--- config.mk ---
export PLATFORM = sky130hd
export DESIGN_NAME = imtf_front_end
export DESIGN_NICKNAME = d
export VERILOG_FILES = /design/src/core/imtf_pkg.sv /design/src/core/imtf_sync.sv /design/src/core/imtf_front_end.sv
export SDC_FILE = /design/constraint.sdc
export NUM_CORES = 1
export LEC_CHECK = 0
export BUFFER_PORTS_ARGS = -buffer_cell sky130_fd_sc_hd__buf_4
export CAP_MARGIN = 20
export CELL_PAD_IN_SITES_DETAIL_PLACEMENT = 1
export CELL_PAD_IN_SITES_GLOBAL_PLACEMENT = 1
export CORE_MARGIN = 10
export CORE_UTILIZATION = 51
export DETAILED_ROUTE_END_ITERATION = 8
export MAX_ROUTING_LAYER = met4
export PLACE_DENSITY_LB_ADDON = 0.25
export SETUP_SLACK_MARGIN = 0.3
export SLEW_MARGIN = 10
export SYNTH_ARGS = -nofsm -noshare
export SYNTH_HDL_FRONTEND = slang
export SYNTH_SLANG_ARGS = --single-unit
--- constraint.sdc ---
create_clock -name core_clk -period 4.7 [get_ports core_clk]
set_clock_uncertainty 0.05 [all_clocks]
set_input_delay 0.705 -clock core_clk [delete_from_list [all_inputs] [get_ports core_clk]]
set_output_delay 0.705 -clock core_clk [all_outputs]
set_load 0.005 [all_outputs]
--- src/core/imtf_pkg.sv ---
// Constants, command encodings and carrier types for the interrupt
// request front end. Assumes a single core clock domain.
package imtf_pkg;

   localparam int          IMTF_LEVELS    = 8;
   localparam int          IMTF_LVL_W     = 3;
   localparam logic [7:0]  IMTF_MASK_RST  = 8'h00;
   localparam logic [7:0]  IMTF_ISR_RST   = 8'h00;
   localparam logic [7:0]  IMTF_ARMED_RST = 8'hFF;
   localparam logic [2:0]  IMTF_DEFAULT_LVL = 3'h7;

   // Port select: a0 high reaches the mask register directly
   localparam logic        IMTF_A0_MASK   = 1'h1;
   localparam logic        IMTF_A0_CMD    = 1'h0;

   // Command word at a0 low
   localparam int          IMTF_INIT_BIT  = 4;
   localparam int          IMTF_LTIM_BIT  = 3;
   localparam int          IMTF_AEOI_BIT  = 1;
   localparam int          IMTF_SEL_BIT   = 3;
   localparam logic [2:0]  IMTF_EOI_NS    = 3'h1;
   localparam logic [2:0]  IMTF_EOI_SP    = 3'h3;
   localparam logic [1:0]  IMTF_SMM_SET   = 2'h3;
   localparam logic [1:0]  IMTF_SMM_CLR   = 2'h2;
   localparam int          IMTF_OP_LSB    = 5;
   localparam int          IMTF_OP_W      = 3;
   localparam int          IMTF_SMM_W     = 2;
   localparam int          IMTF_LVL_LSB   = 0;

   typedef enum logic [1:0] {
      ACK_IDLE,
      ACK_FIRST,
      ACK_SECOND
   } imtf_ack_e;

   // Everything that arrives from pins, carried through one synchroniser
   typedef struct packed {
      logic       cs_n;
      logic       a0;
      logic       wr_n;
      logic       rd_n;
      logic       ack_n;
      logic [7:0] data;
      logic [7:0] req;
   } imtf_pins_s;

   localparam imtf_pins_s IMTF_PINS_IDLE = '{
      cs_n: 1'h1, a0: 1'h0, wr_n: 1'h1, rd_n: 1'h1, ack_n: 1'h1,
      data: 8'h00, req: 8'h00};

   typedef struct packed {
      logic       hit;
      logic [2:0] lvl;
   } imtf_pick_s;

   // Lowest index wins: level zero has the highest priority
   function automatic imtf_pick_s imtf_highest(input logic [7:0] vec);
      imtf_pick_s p;
      p = '{hit: 1'h0, lvl: 3'h0};
      for (int i = IMTF_LEVELS - 1; i >= 0; i--) begin
         if (vec[i]) begin
            p.hit = 1'h1;
            p.lvl = i[2:0];
         end
      end
      return p;
   endfunction

   // All levels strictly above (numerically below) a given level
   function automatic logic [7:0] imtf_above(input imtf_pick_s p);
      logic [7:0] m;
      m = 8'hFF;
      if (p.hit) begin
         m = 8'h00;
         for (int i = 0; i < IMTF_LEVELS; i++) begin
            if (i < int'(p.lvl)) begin
               m[i] = 1'h1;
            end
         end
      end
      return m;
   endfunction

endpackage

--- src/core/imtf_sync.sv ---
// Two-stage synchroniser for a vector of pin levels.
// Assumes the pins are quasi-static relative to core_clk.
`timescale 1ns/1ps
module imtf_sync #(
   parameter int              WIDTH = 1,
   parameter logic [WIDTH-1:0] INIT = '0
) (
   input  wire logic             core_clk,
   input  wire logic             rst_n,
   input  wire logic [WIDTH-1:0] async_in,
   output logic      [WIDTH-1:0] sync_out
);

   logic [WIDTH-1:0] meta_reg;

   // First stage feeds only the second stage
   always_ff @(posedge core_clk or negedge rst_n) begin
      if (!rst_n) begin
         meta_reg <= INIT;
         sync_out <= INIT;
      end else begin
         meta_reg <= async_in;
         sync_out <= meta_reg;
      end
   end

endmodule

--- src/core/imtf_front_end.sv ---
// Request input front end of an eight level interrupt controller:
// mask register, special mask mode, level/edge sensing, in-service
// tracking and the level seven default answer.
// Assumes host bus strobes, acknowledge and requests are raw pins.
`timescale 1ns/1ps
module imtf_front_end
   import imtf_pkg::*;
(
   input  wire logic       core_clk,
   input  wire logic       rst_n,
   input  wire logic       cs_n,
   input  wire logic       a0,
   input  wire logic       wr_n,
   input  wire logic       rd_n,
   input  wire logic [7:0] data_in,
   output logic      [7:0] data_out,
   output logic            data_oe_n,
   input  wire logic [7:0] request_inputs_0_to_7,
   input  wire logic       interrupt_ack_pulse_n,
   output logic            int_req,
   output logic      [2:0] ack_level,
   output logic            ack_default
);

   // ------------------------------------------------------------
   // Pin synchronisation
   // ------------------------------------------------------------
   imtf_pins_s pins_raw;
   imtf_pins_s pins_s;
   imtf_pins_s pins_d_reg;

   assign pins_raw = '{cs_n: cs_n, a0: a0, wr_n: wr_n, rd_n: rd_n,
                       ack_n: interrupt_ack_pulse_n, data: data_in,
                       req: request_inputs_0_to_7};

   imtf_sync #(
      .WIDTH ($bits(imtf_pins_s)),
      .INIT  (IMTF_PINS_IDLE)
   ) u_sync (
      .core_clk (core_clk),
      .rst_n    (rst_n),
      .async_in (pins_raw),
      .sync_out (pins_s)
   );

   // Previous synchronised sample, for edges and write data
   always_ff @(posedge core_clk or negedge rst_n) begin
      if (!rst_n) begin
         pins_d_reg <= IMTF_PINS_IDLE;
      end else begin
         pins_d_reg <= pins_s;
      end
   end

   // ------------------------------------------------------------
   // Bus decode
   // ------------------------------------------------------------
   // Writes commit on the trailing edge, using data held just before
   logic       wr_done;
   logic       wr_mask;
   logic       wr_cmd;
   logic       is_init;
   logic       is_ocw3;
   logic [7:0] wdata;
   logic       ack_fall;
   logic       ack_rise;
   logic [7:0] req_rise;

   // Command fields; meaningful only while wr_cmd is high
   logic [IMTF_OP_W-1:0]  op_code;
   logic [IMTF_SMM_W-1:0] smm_code;
   logic [IMTF_LVL_W-1:0] eoi_lvl;

   assign wr_done  = pins_s.wr_n & ~pins_d_reg.wr_n & ~pins_d_reg.cs_n;
   assign wdata    = pins_d_reg.data;
   assign wr_mask  = wr_done & (pins_d_reg.a0 == IMTF_A0_MASK);
   assign wr_cmd   = wr_done & (pins_d_reg.a0 == IMTF_A0_CMD);
   assign is_init  = wdata[IMTF_INIT_BIT];
   assign is_ocw3  = ~wdata[IMTF_INIT_BIT] & wdata[IMTF_SEL_BIT];
   assign ack_fall = ~pins_s.ack_n & pins_d_reg.ack_n;
   assign ack_rise = pins_s.ack_n & ~pins_d_reg.ack_n;
   assign req_rise = pins_s.req & ~pins_d_reg.req;
   assign op_code  = wdata[IMTF_OP_LSB +: IMTF_OP_W];
   assign smm_code = wdata[IMTF_OP_LSB +: IMTF_SMM_W];
   assign eoi_lvl  = wdata[IMTF_LVL_LSB +: IMTF_LVL_W];

   // ------------------------------------------------------------
   // Mode and mask registers
   // ------------------------------------------------------------
   logic [7:0] level_mask_reg;
   logic       level_mode_reg;
   logic       auto_eoi_reg;
   logic       special_masking_mode_reg;

   always_ff @(posedge core_clk or negedge rst_n) begin
      if (!rst_n) begin
         level_mask_reg <= IMTF_MASK_RST;
      end else if (wr_cmd && is_init) begin
         level_mask_reg <= IMTF_MASK_RST;
      end else if (wr_mask) begin
         level_mask_reg <= wdata;
      end
   end

   always_ff @(posedge core_clk or negedge rst_n) begin
      if (!rst_n) begin
         level_mode_reg <= 1'h0;
         auto_eoi_reg   <= 1'h0;
      end else if (wr_cmd && is_init) begin
         level_mode_reg <= wdata[IMTF_LTIM_BIT];
         auto_eoi_reg   <= wdata[IMTF_AEOI_BIT];
      end
   end

   // Mode only leaves on an explicit clear or a fresh initialization
   always_ff @(posedge core_clk or negedge rst_n) begin
      if (!rst_n) begin
         special_masking_mode_reg <= 1'h0;
      end else if (wr_cmd && is_init) begin
         special_masking_mode_reg <= 1'h0;
      end else if (wr_cmd && is_ocw3) begin
         if (smm_code == IMTF_SMM_SET) begin
            special_masking_mode_reg <= 1'h1;
         end else if (smm_code == IMTF_SMM_CLR) begin
            special_masking_mode_reg <= 1'h0;
         end
      end
   end

   // ------------------------------------------------------------
   // Priority resolution
   // ------------------------------------------------------------
   logic [7:0] pending_request_reg;
   logic [7:0] in_service_reg;
   logic [7:0] armed_reg;
   logic [7:0] isr_visible;
   logic [7:0] eligible;
   imtf_pick_s isr_top;
   imtf_pick_s winner;

   // Masked in-service levels drop out of nesting in special mask mode
   assign isr_visible = special_masking_mode_reg
                        ? (in_service_reg & ~level_mask_reg)
                        : in_service_reg;
   assign isr_top  = imtf_highest(isr_visible);
   // Mask acts after the pending register, never before it
   assign eligible = pending_request_reg & ~level_mask_reg
                     & imtf_above(isr_top);
   assign winner   = imtf_highest(eligible);

   // ------------------------------------------------------------
   // Request latches
   // ------------------------------------------------------------
   imtf_ack_e  ack_state_reg;
   logic       take_ack;
   logic [7:0] ack_clear;

   assign take_ack  = ack_fall && (ack_state_reg == ACK_IDLE);
   assign ack_clear = (take_ack && winner.hit)
                      ? (8'h01 << winner.lvl) : 8'h00;

   always_ff @(posedge core_clk or negedge rst_n) begin
      if (!rst_n) begin
         pending_request_reg <= 8'h00;
         armed_reg           <= IMTF_ARMED_RST;
      end else if (level_mode_reg) begin
         // Follows the input, so a dropped request never wins
         pending_request_reg <= pins_s.req;
         armed_reg           <= IMTF_ARMED_RST;
      end else begin
         // Acknowledge disarms the latch and only a low input re-arms
         // it, so a held high level cannot request again
         pending_request_reg <= pins_s.req & ~ack_clear
            & (pending_request_reg | (req_rise & armed_reg));
         armed_reg <= (armed_reg & ~ack_clear) | ~pins_s.req;
      end
   end

   // ------------------------------------------------------------
   // In-service tracking and end of interrupt
   // ------------------------------------------------------------
   logic       eoi_ns;
   logic       eoi_sp;
   logic [7:0] eoi_clear;
   logic [7:0] aeoi_clear;
   logic [7:0] isr_set;
   logic [2:0] served_lvl_reg;
   logic       served_hit_reg;

   assign eoi_ns = wr_cmd && !is_init && !is_ocw3
                   && (op_code == IMTF_EOI_NS);
   assign eoi_sp = wr_cmd && !is_init && !is_ocw3
                   && (op_code == IMTF_EOI_SP);

   always_comb begin
      eoi_clear = 8'h00;
      if (eoi_sp) begin
         eoi_clear = 8'h01 << eoi_lvl;
      end else if (eoi_ns && isr_top.hit) begin
         eoi_clear = 8'h01 << isr_top.lvl;
      end
   end

   assign aeoi_clear = (ack_rise && (ack_state_reg == ACK_SECOND)
                        && auto_eoi_reg && served_hit_reg)
                       ? (8'h01 << served_lvl_reg) : 8'h00;
   // Only acknowledge sets a bit; set wins over a same-cycle clear
   assign isr_set = ack_clear;

   always_ff @(posedge core_clk or negedge rst_n) begin
      if (!rst_n) begin
         in_service_reg <= IMTF_ISR_RST;
      end else if (wr_cmd && is_init) begin
         in_service_reg <= IMTF_ISR_RST;
      end else begin
         // In level mode a cleared level re-requests at once if its input is high
         in_service_reg <= (in_service_reg & ~eoi_clear & ~aeoi_clear)
                           | isr_set;
      end
   end

   // ------------------------------------------------------------
   // Acknowledge sequence
   // ------------------------------------------------------------
   // Extra pulses are ignored until the sequence has closed
   always_ff @(posedge core_clk or negedge rst_n) begin
      if (!rst_n) begin
         ack_state_reg <= ACK_IDLE;
      end else begin
         case (ack_state_reg)
            ACK_IDLE:   if (ack_fall) ack_state_reg <= ACK_FIRST;
            ACK_FIRST:  if (ack_fall) ack_state_reg <= ACK_SECOND;
            ACK_SECOND: if (ack_rise) ack_state_reg <= ACK_IDLE;
            default:    ack_state_reg <= ACK_IDLE;
         endcase
      end
   end

   // Vanished request still gets an answer, as level seven
   always_ff @(posedge core_clk or negedge rst_n) begin
      if (!rst_n) begin
         served_lvl_reg <= IMTF_DEFAULT_LVL;
         served_hit_reg <= 1'h0;
         ack_level      <= IMTF_DEFAULT_LVL;
         ack_default    <= 1'h0;
      end else if (take_ack) begin
         served_hit_reg <= winner.hit;
         served_lvl_reg <= winner.hit ? winner.lvl : IMTF_DEFAULT_LVL;
         ack_level      <= winner.hit ? winner.lvl
                                      : IMTF_DEFAULT_LVL;
         ack_default    <= ~winner.hit;
      end
   end

   // ------------------------------------------------------------
   // Outputs to the host
   // ------------------------------------------------------------
   // Held low during an acknowledge so the host sees one request
   always_ff @(posedge core_clk or negedge rst_n) begin
      if (!rst_n) begin
         int_req <= 1'h0;
      end else begin
         int_req <= winner.hit && (ack_state_reg == ACK_IDLE)
                    && !take_ack;
      end
   end

   // Read at a0 high returns the mask; at a0 low the pending levels
   always_ff @(posedge core_clk or negedge rst_n) begin
      if (!rst_n) begin
         data_out  <= 8'h00;
         data_oe_n <= 1'h1;
      end else if (!pins_s.rd_n && !pins_s.cs_n) begin
         data_out  <= (pins_s.a0 == IMTF_A0_MASK)
                      ? level_mask_reg : pending_request_reg;
         data_oe_n <= 1'h0;
      end else begin
         data_out  <= 8'h00;
         data_oe_n <= 1'h1;
      end
   end

endmodule

# Yosys cells after proc, flatten, opt, wreduce, memory -nomap -nowiden

Index checks and enable logic that the tools add are counted.

Bits in registers: 114
Input port bits: 23

Reduce and logical (&&, ||, !) cells: 26
Bitwise gates (word level): 33
Shift operators: 4
Order comparisons: 7
Muxes and demuxes: 46
Eq/ne operators: 9

Operators by type and width:

| operator            | count |
|---|---|
| $mux 8              | 13 |
| $and 8x8->8         | 10 |
| $mux 4              | 16 |
| $not 8->8           | 6 |
| $shl 1x3->8 const A | 4 |
| $or 8x8->8          | 3 |
| $logic_and 1x1->1   | 15 |
| $mux 1              | 12 |
| $lt 3x3->1 const A  | 3 |
| $and 1x1->1         | 7 |
| $not 1->1           | 7 |
| $eq 2x2->1 const B  | 3 |
| $lt 1x3->1 const A  | 2 |
| $lt 2x3->1 const A  | 2 |
| $mux 2              | 3 |
| $ne 2x2->1 const B  | 3 |
| $pmux 2 s3          | 1 |
| $logic_not 1->1     | 5 |
| $reduce_bool 2->1   | 2 |
| $eq 3x1->1 const B  | 1 |
| $eq 3x2->1 const B  | 1 |
| $mux 3              | 1 |
| $reduce_and 3->1    | 1 |
| $reduce_bool 3->1   | 1 |
| other kinds (3)     | 3 |

# Longest topological paths before layout

Depth in word-level cells: 29
Mapped depth: 8

# Modules after synthesis

From an unflattened synthesis, not the netlist that was laid out.

Cells, all modules: 365
Area, all modules: 4425.5 um^2

By module, submodules not included:

| module         | area each (um^2) | times used | seq. area each (um^2) | cells an instance |
|---|---|---|---|---|
| imtf_front_end | 3364.5           | 1          | 1820.5                | 323 |
| imtf_sync      | 1061.0           | 1          | 1061.0                | 42 |

# Least setup slack after synthesis

No wires, ideal clock.

Path type: register to register
Start point: register in_service_reg[5]
End point: register armed_reg[7]
Stages on the path, launching flop included: 7
Arrival: 2.015 ns
Slack: 2.553 ns
Period minus slack after synthesis: 2.147 ns
Setup time: 0.082 ns
Path buffers: 0
Cell sequence: dfrtp_1 -> or3b_4 -> o21ai_2 -> a31oi_1 -> or3_1 -> a2111o_1 -> a211o_1

Cells in the longest elaborated chain, start to end: 25
Elaborated cells on any way between the ends: 39

Ends and longest elaborated chain:

| item                                             | RTL line                                     | text |
|---|---|---|
| start, declared                                  | imtf_front_end.sv:134                        | `logic [7:0] in_service_reg;` |
| start signal, assigned                           | imtf_front_end.sv:217                        | `in_service_reg <= (in_service_reg & ~eoi_clear & ~aeoi_clear)` |
| $and 8x8->8                                      | imtf_front_end.sv:143                        | `? (in_service_reg & ~level_mask_reg)` |
| $mux 8 *                                         | imtf_front_end.sv:143                        |  |
| $mux 4 * (6 in series)                           | imtf_pkg.sv:61                               | `if (vec[i]) begin` |
| $lt 3x3->1                                       | imtf_pkg.sv:76                               | `if (i < int'(p.lvl)) begin` |
| $mux 1                                           | imtf_pkg.sv:76                               |  |
| $mux 8 *                                         | imtf_pkg.sv:73                               | `if (p.hit) begin` |
| $and 8x8->8 *                                    | imtf_front_end.sv:148                        | `& imtf_above(isr_top);` |
| $mux 4 (6 in series)                             | imtf_pkg.sv:61                               |  |
| $mux 4 *                                         | imtf_pkg.sv:61                               |  |
| $shl 1x3->8 or $logic_and 1x1->1 (tied branches) | imtf_front_end.sv:160, imtf_front_end.sv:159 |  |
| $mux 8 *                                         | imtf_front_end.sv:160                        | `? (8'h01 << winner.lvl) : 8'h00;` |
| $not 8->8 *                                      | imtf_front_end.sv:175                        | `armed_reg <= (armed_reg & ~ack_clear) \| ~pins_s.req;` |
| $and 8x8->8 *                                    | imtf_front_end.sv:175                        |  |
| $or 8x8->8 *                                     | imtf_front_end.sv:175                        |  |
| $mux 8 *                                         | imtf_front_end.sv:166                        | `end else if (level_mode_reg) begin` |
| end signal, assigned                             | imtf_front_end.sv:175                        |  |
| end, declared                                    | imtf_front_end.sv:135                        | `logic [7:0] armed_reg;` |

Mark *: on every way between the ends. The rest lies on a longest branch, timed or not.
A chain may end at the register's enable or synchronous reset.

# Worst setup path in the final report

Start point: register special_masking_mode_reg
End point: register pending_request_reg[4]

Cells in the longest elaborated chain, start to end: 26
Elaborated cells on any way between the ends: 40

Ends and longest elaborated chain:

| item                                             | RTL line                                     | text |
|---|---|---|
| start, declared                                  | imtf_front_end.sv:93                         | `logic special_masking_mode_reg;` |
| start signal, assigned                           | imtf_front_end.sv:118                        | `special_masking_mode_reg <= 1'h0;` |
| start signal, assigned                           | imtf_front_end.sv:120                        | `special_masking_mode_reg <= 1'h0;` |
| start signal, assigned                           | imtf_front_end.sv:123                        | `special_masking_mode_reg <= 1'h1;` |
| $mux 8 *                                         | imtf_front_end.sv:143                        |  |
| $mux 4 (7 in series)                             | imtf_pkg.sv:61                               |  |
| $mux 4 *                                         | imtf_pkg.sv:61                               |  |
| $lt 3x3->1                                       | imtf_pkg.sv:76                               |  |
| $mux 1                                           | imtf_pkg.sv:76                               |  |
| $mux 8 *                                         | imtf_pkg.sv:73                               |  |
| $and 8x8->8 *                                    | imtf_front_end.sv:148                        |  |
| $mux 4 (6 in series)                             | imtf_pkg.sv:61                               |  |
| $mux 4 *                                         | imtf_pkg.sv:61                               |  |
| $shl 1x3->8 or $logic_and 1x1->1 (tied branches) | imtf_front_end.sv:160, imtf_front_end.sv:159 |  |
| $mux 8 *                                         | imtf_front_end.sv:160                        |  |
| $not 8->8 *                                      | imtf_front_end.sv:173                        | `pending_request_reg <= pins_s.req & ~ack_clear` |
| $and 8x8->8 *                                    | imtf_front_end.sv:173                        |  |
| $and 8x8->8 *                                    | imtf_front_end.sv:174                        | `& (pending_request_reg \| (req_rise & armed_reg));` |
| $mux 8 *                                         | imtf_front_end.sv:166                        |  |
| end signal, assigned                             | imtf_front_end.sv:168                        | `pending_request_reg <= pins_s.req;` |
| end signal, assigned                             | imtf_front_end.sv:173                        |  |
| end, declared                                    | imtf_front_end.sv:133                        | `logic [7:0] pending_request_reg;` |

Marked as above.

==> results.toml <==
[run_status]
status = "completed"

[placed_design]
dp.final_hpwl_um = 9050
dpl-instance-area_sq_mm = 0.00495
pre_cts_slack_ps = 2030
gp_congestion = 0.981
dp.cells = 526
portBuffers = 36

[route]
wire_per_inst_um = 24.1
dr.pass1.iters = 7
vias_per_cell = 6.11
drc = 0
antenna_left = 0
drt-total-wl_um = 13400
drtIter0Drc = 256
vias = 3409

[synth]
seq_area_frac_synth_pct = 62.9
yosysTopAreaCellShare_pct = 49.7
ys_ff_latch = 114
synth_area_leader_cell = "dfrtp_1"
synthesis.area_sq_mm = 0.00458
synth_cell_types = 72
synth_flop_cell = "dfrtp_1"
syn_nets = 413
synthCells = 390
synthArstFlopShare_pct = 100
synthTopCellsByCount = "dfrtp_1, nand2_1, nor2_1, o21ai_0, dfstp_2"
avgSynthCellArea_sq_um = 11.7
yosysMostFrequentCell = "dfrtp_1"
synth_area_leaders = "dfrtp_1, dfstp_2, nand2_1"
synth_edf_count = 0
yosys_warnings = 0

[hold_path]
hold_class = "input port to async pin"

[clock_tree]
cts_resized = 0
numCtsBuffers = 17
cts_tree = "done"
cts_htree_levels = 4
clockBufferDepth = 2
cts_root_buf = "clkbuf_8"
cts_hold_buf = 0
clk_latency_ps = 520
clk_pin_slew_ps = 60
post_cts.repair.setup_buffers = 0
clock-sinks = 114

[floorplan]
core_sq_mm = 0.00872
start_util_pct = 52.5
die-width_um = 115
die_h_um = 115
dieArea_sq_mm = 0.0132
ios = 37
row_count = 34

[cells_and_area]
antennaDiodeCount = 0
fillerInstances = 875
final_cells = 558
final_cell_area_sq_mm = 0.00557
fin_nets = 460
synthToLayoutAreaGrowth_pct = 21.7
drive_above_1_share_pct = 26.4

[global_routing]
grt_pass1_vias = 3836
track_usage_pct = 22.1
grt_max_degree = 48
grt_pass1_wl_um = 21700
overflow = 0
antenna_found_initial = 0

[job]
cap_violations = 0

[timing]
setup_viol = 0
drv_slew = 0
worst_pin_slew_ps = 679
period_needed_ps = 2830
final-hold-violation-count = 0
setup-tns-final_ps = 0
rsz0062_at_grt = "false"
fin_crit_sh_pct = 60.3
max_freq_mhz = 353
slew_headroom_pct = 54.4
setup_ws_ps = 1870

[pwr]
power_uw = 3330
leakage_uw = 0.00249
powerDensity_mw_per_mm2 = 598
ir_drop_uv = 413

[critical_path]
crit_path_end_kind = "flop"
startpoint_type = "flop"
crit_required_ps = 5010
cp.arrival_ps = 3150
crit_fanout = 18
path_class = "flop to flop"
reg2reg_slack_ps = 1870
## cell families (layout without fill, tap and decap cells)
group           count (synthesis)  count (layout)  synth area share, %
simple gates                  138             138                 16.1
flops                         114             114                 62.9
compound gates                106             106                 16.6
buf+inv                        22              82                 2.19
mux                             9               9                 2.00
xor+xnor                        1               1                0.191
## path summary, 6_finish.rpt
check | from | end | depth (start not counted)
hold / removal | rst_n | level_mask_reg[2] | 1
setup reg to reg | special_masking_mode_reg | pending_request_reg[4] | 6
max in group asynchronous | rst_n | u_sync.meta_reg[6] | 2
setup / recovery | special_masking_mode_reg | pending_request_reg[4] | 6
min in group core_clk | data_in[1] | u_sync.meta_reg[9] | 1
hold reg to reg | u_sync.meta_reg[12] | u_sync.sync_out[12] | 0
## report_power, final
group	switching (uW)	internal (uW)	total, uW
Sequential	158	1110	1270
Combinational	411	288	700
Clock	497	869	1370
## metal layers
metal	share of wire [%]	routed length [um]	up-vias	track usage (%)
met3	4.7	627	29	4.58
met5	0	0	-	-
met4	2.0	263	0	8.17
li1	-	-	1485	-
met2	50	6760	131	36.1
met1	43	5790	1764	26.6
## critical path: stages (launching register included)
cell and delay (ps):
dfrtp_1 690, a21boi_1 270, a221oi_1 500, a21oi_2 190
a211o_1 310, a211oi_1 490, a21oi_1 180
## layout make-up
type | count | area, sq um | area share, %
Multi-Input combinational cell | 254 | 1600 | 28.8
Clock buffer | 18 | 418 | 7.50
Timing Repair Buffer | 39 | 293 | 5.25
Clock inverter | 14 | 201 | 3.61
Inverter | 11 | 41.3 | 0.741
Tap cell | 108 | 135 | 2.42
Sequential cell | 114 | 2880 | 51.7
## per-stage QoR
stage	util [%]	hold slack [ps]
after global placement	56.8	283
final	63.9	85.7
after detailed placement	56.8	286
after CTS	63.9	86.4
after floorplan	-	281
after global routing	63.9	99.0
## layout by cell type, fill, tap and decap left out, types with 7 or more instances in the layout
cell,count
dfrtp_1,91
nand2_1,38
clkbuf_16,16
buf_4,39
dfstp_2,23
inv_1,11
nor2b_1,10
mux2i_1,8
o21ai_0,28
nand2b_1,7
nand3_1,10
a21oi_1,15
nor2_1,33
(Power assumes the default switching activity.)
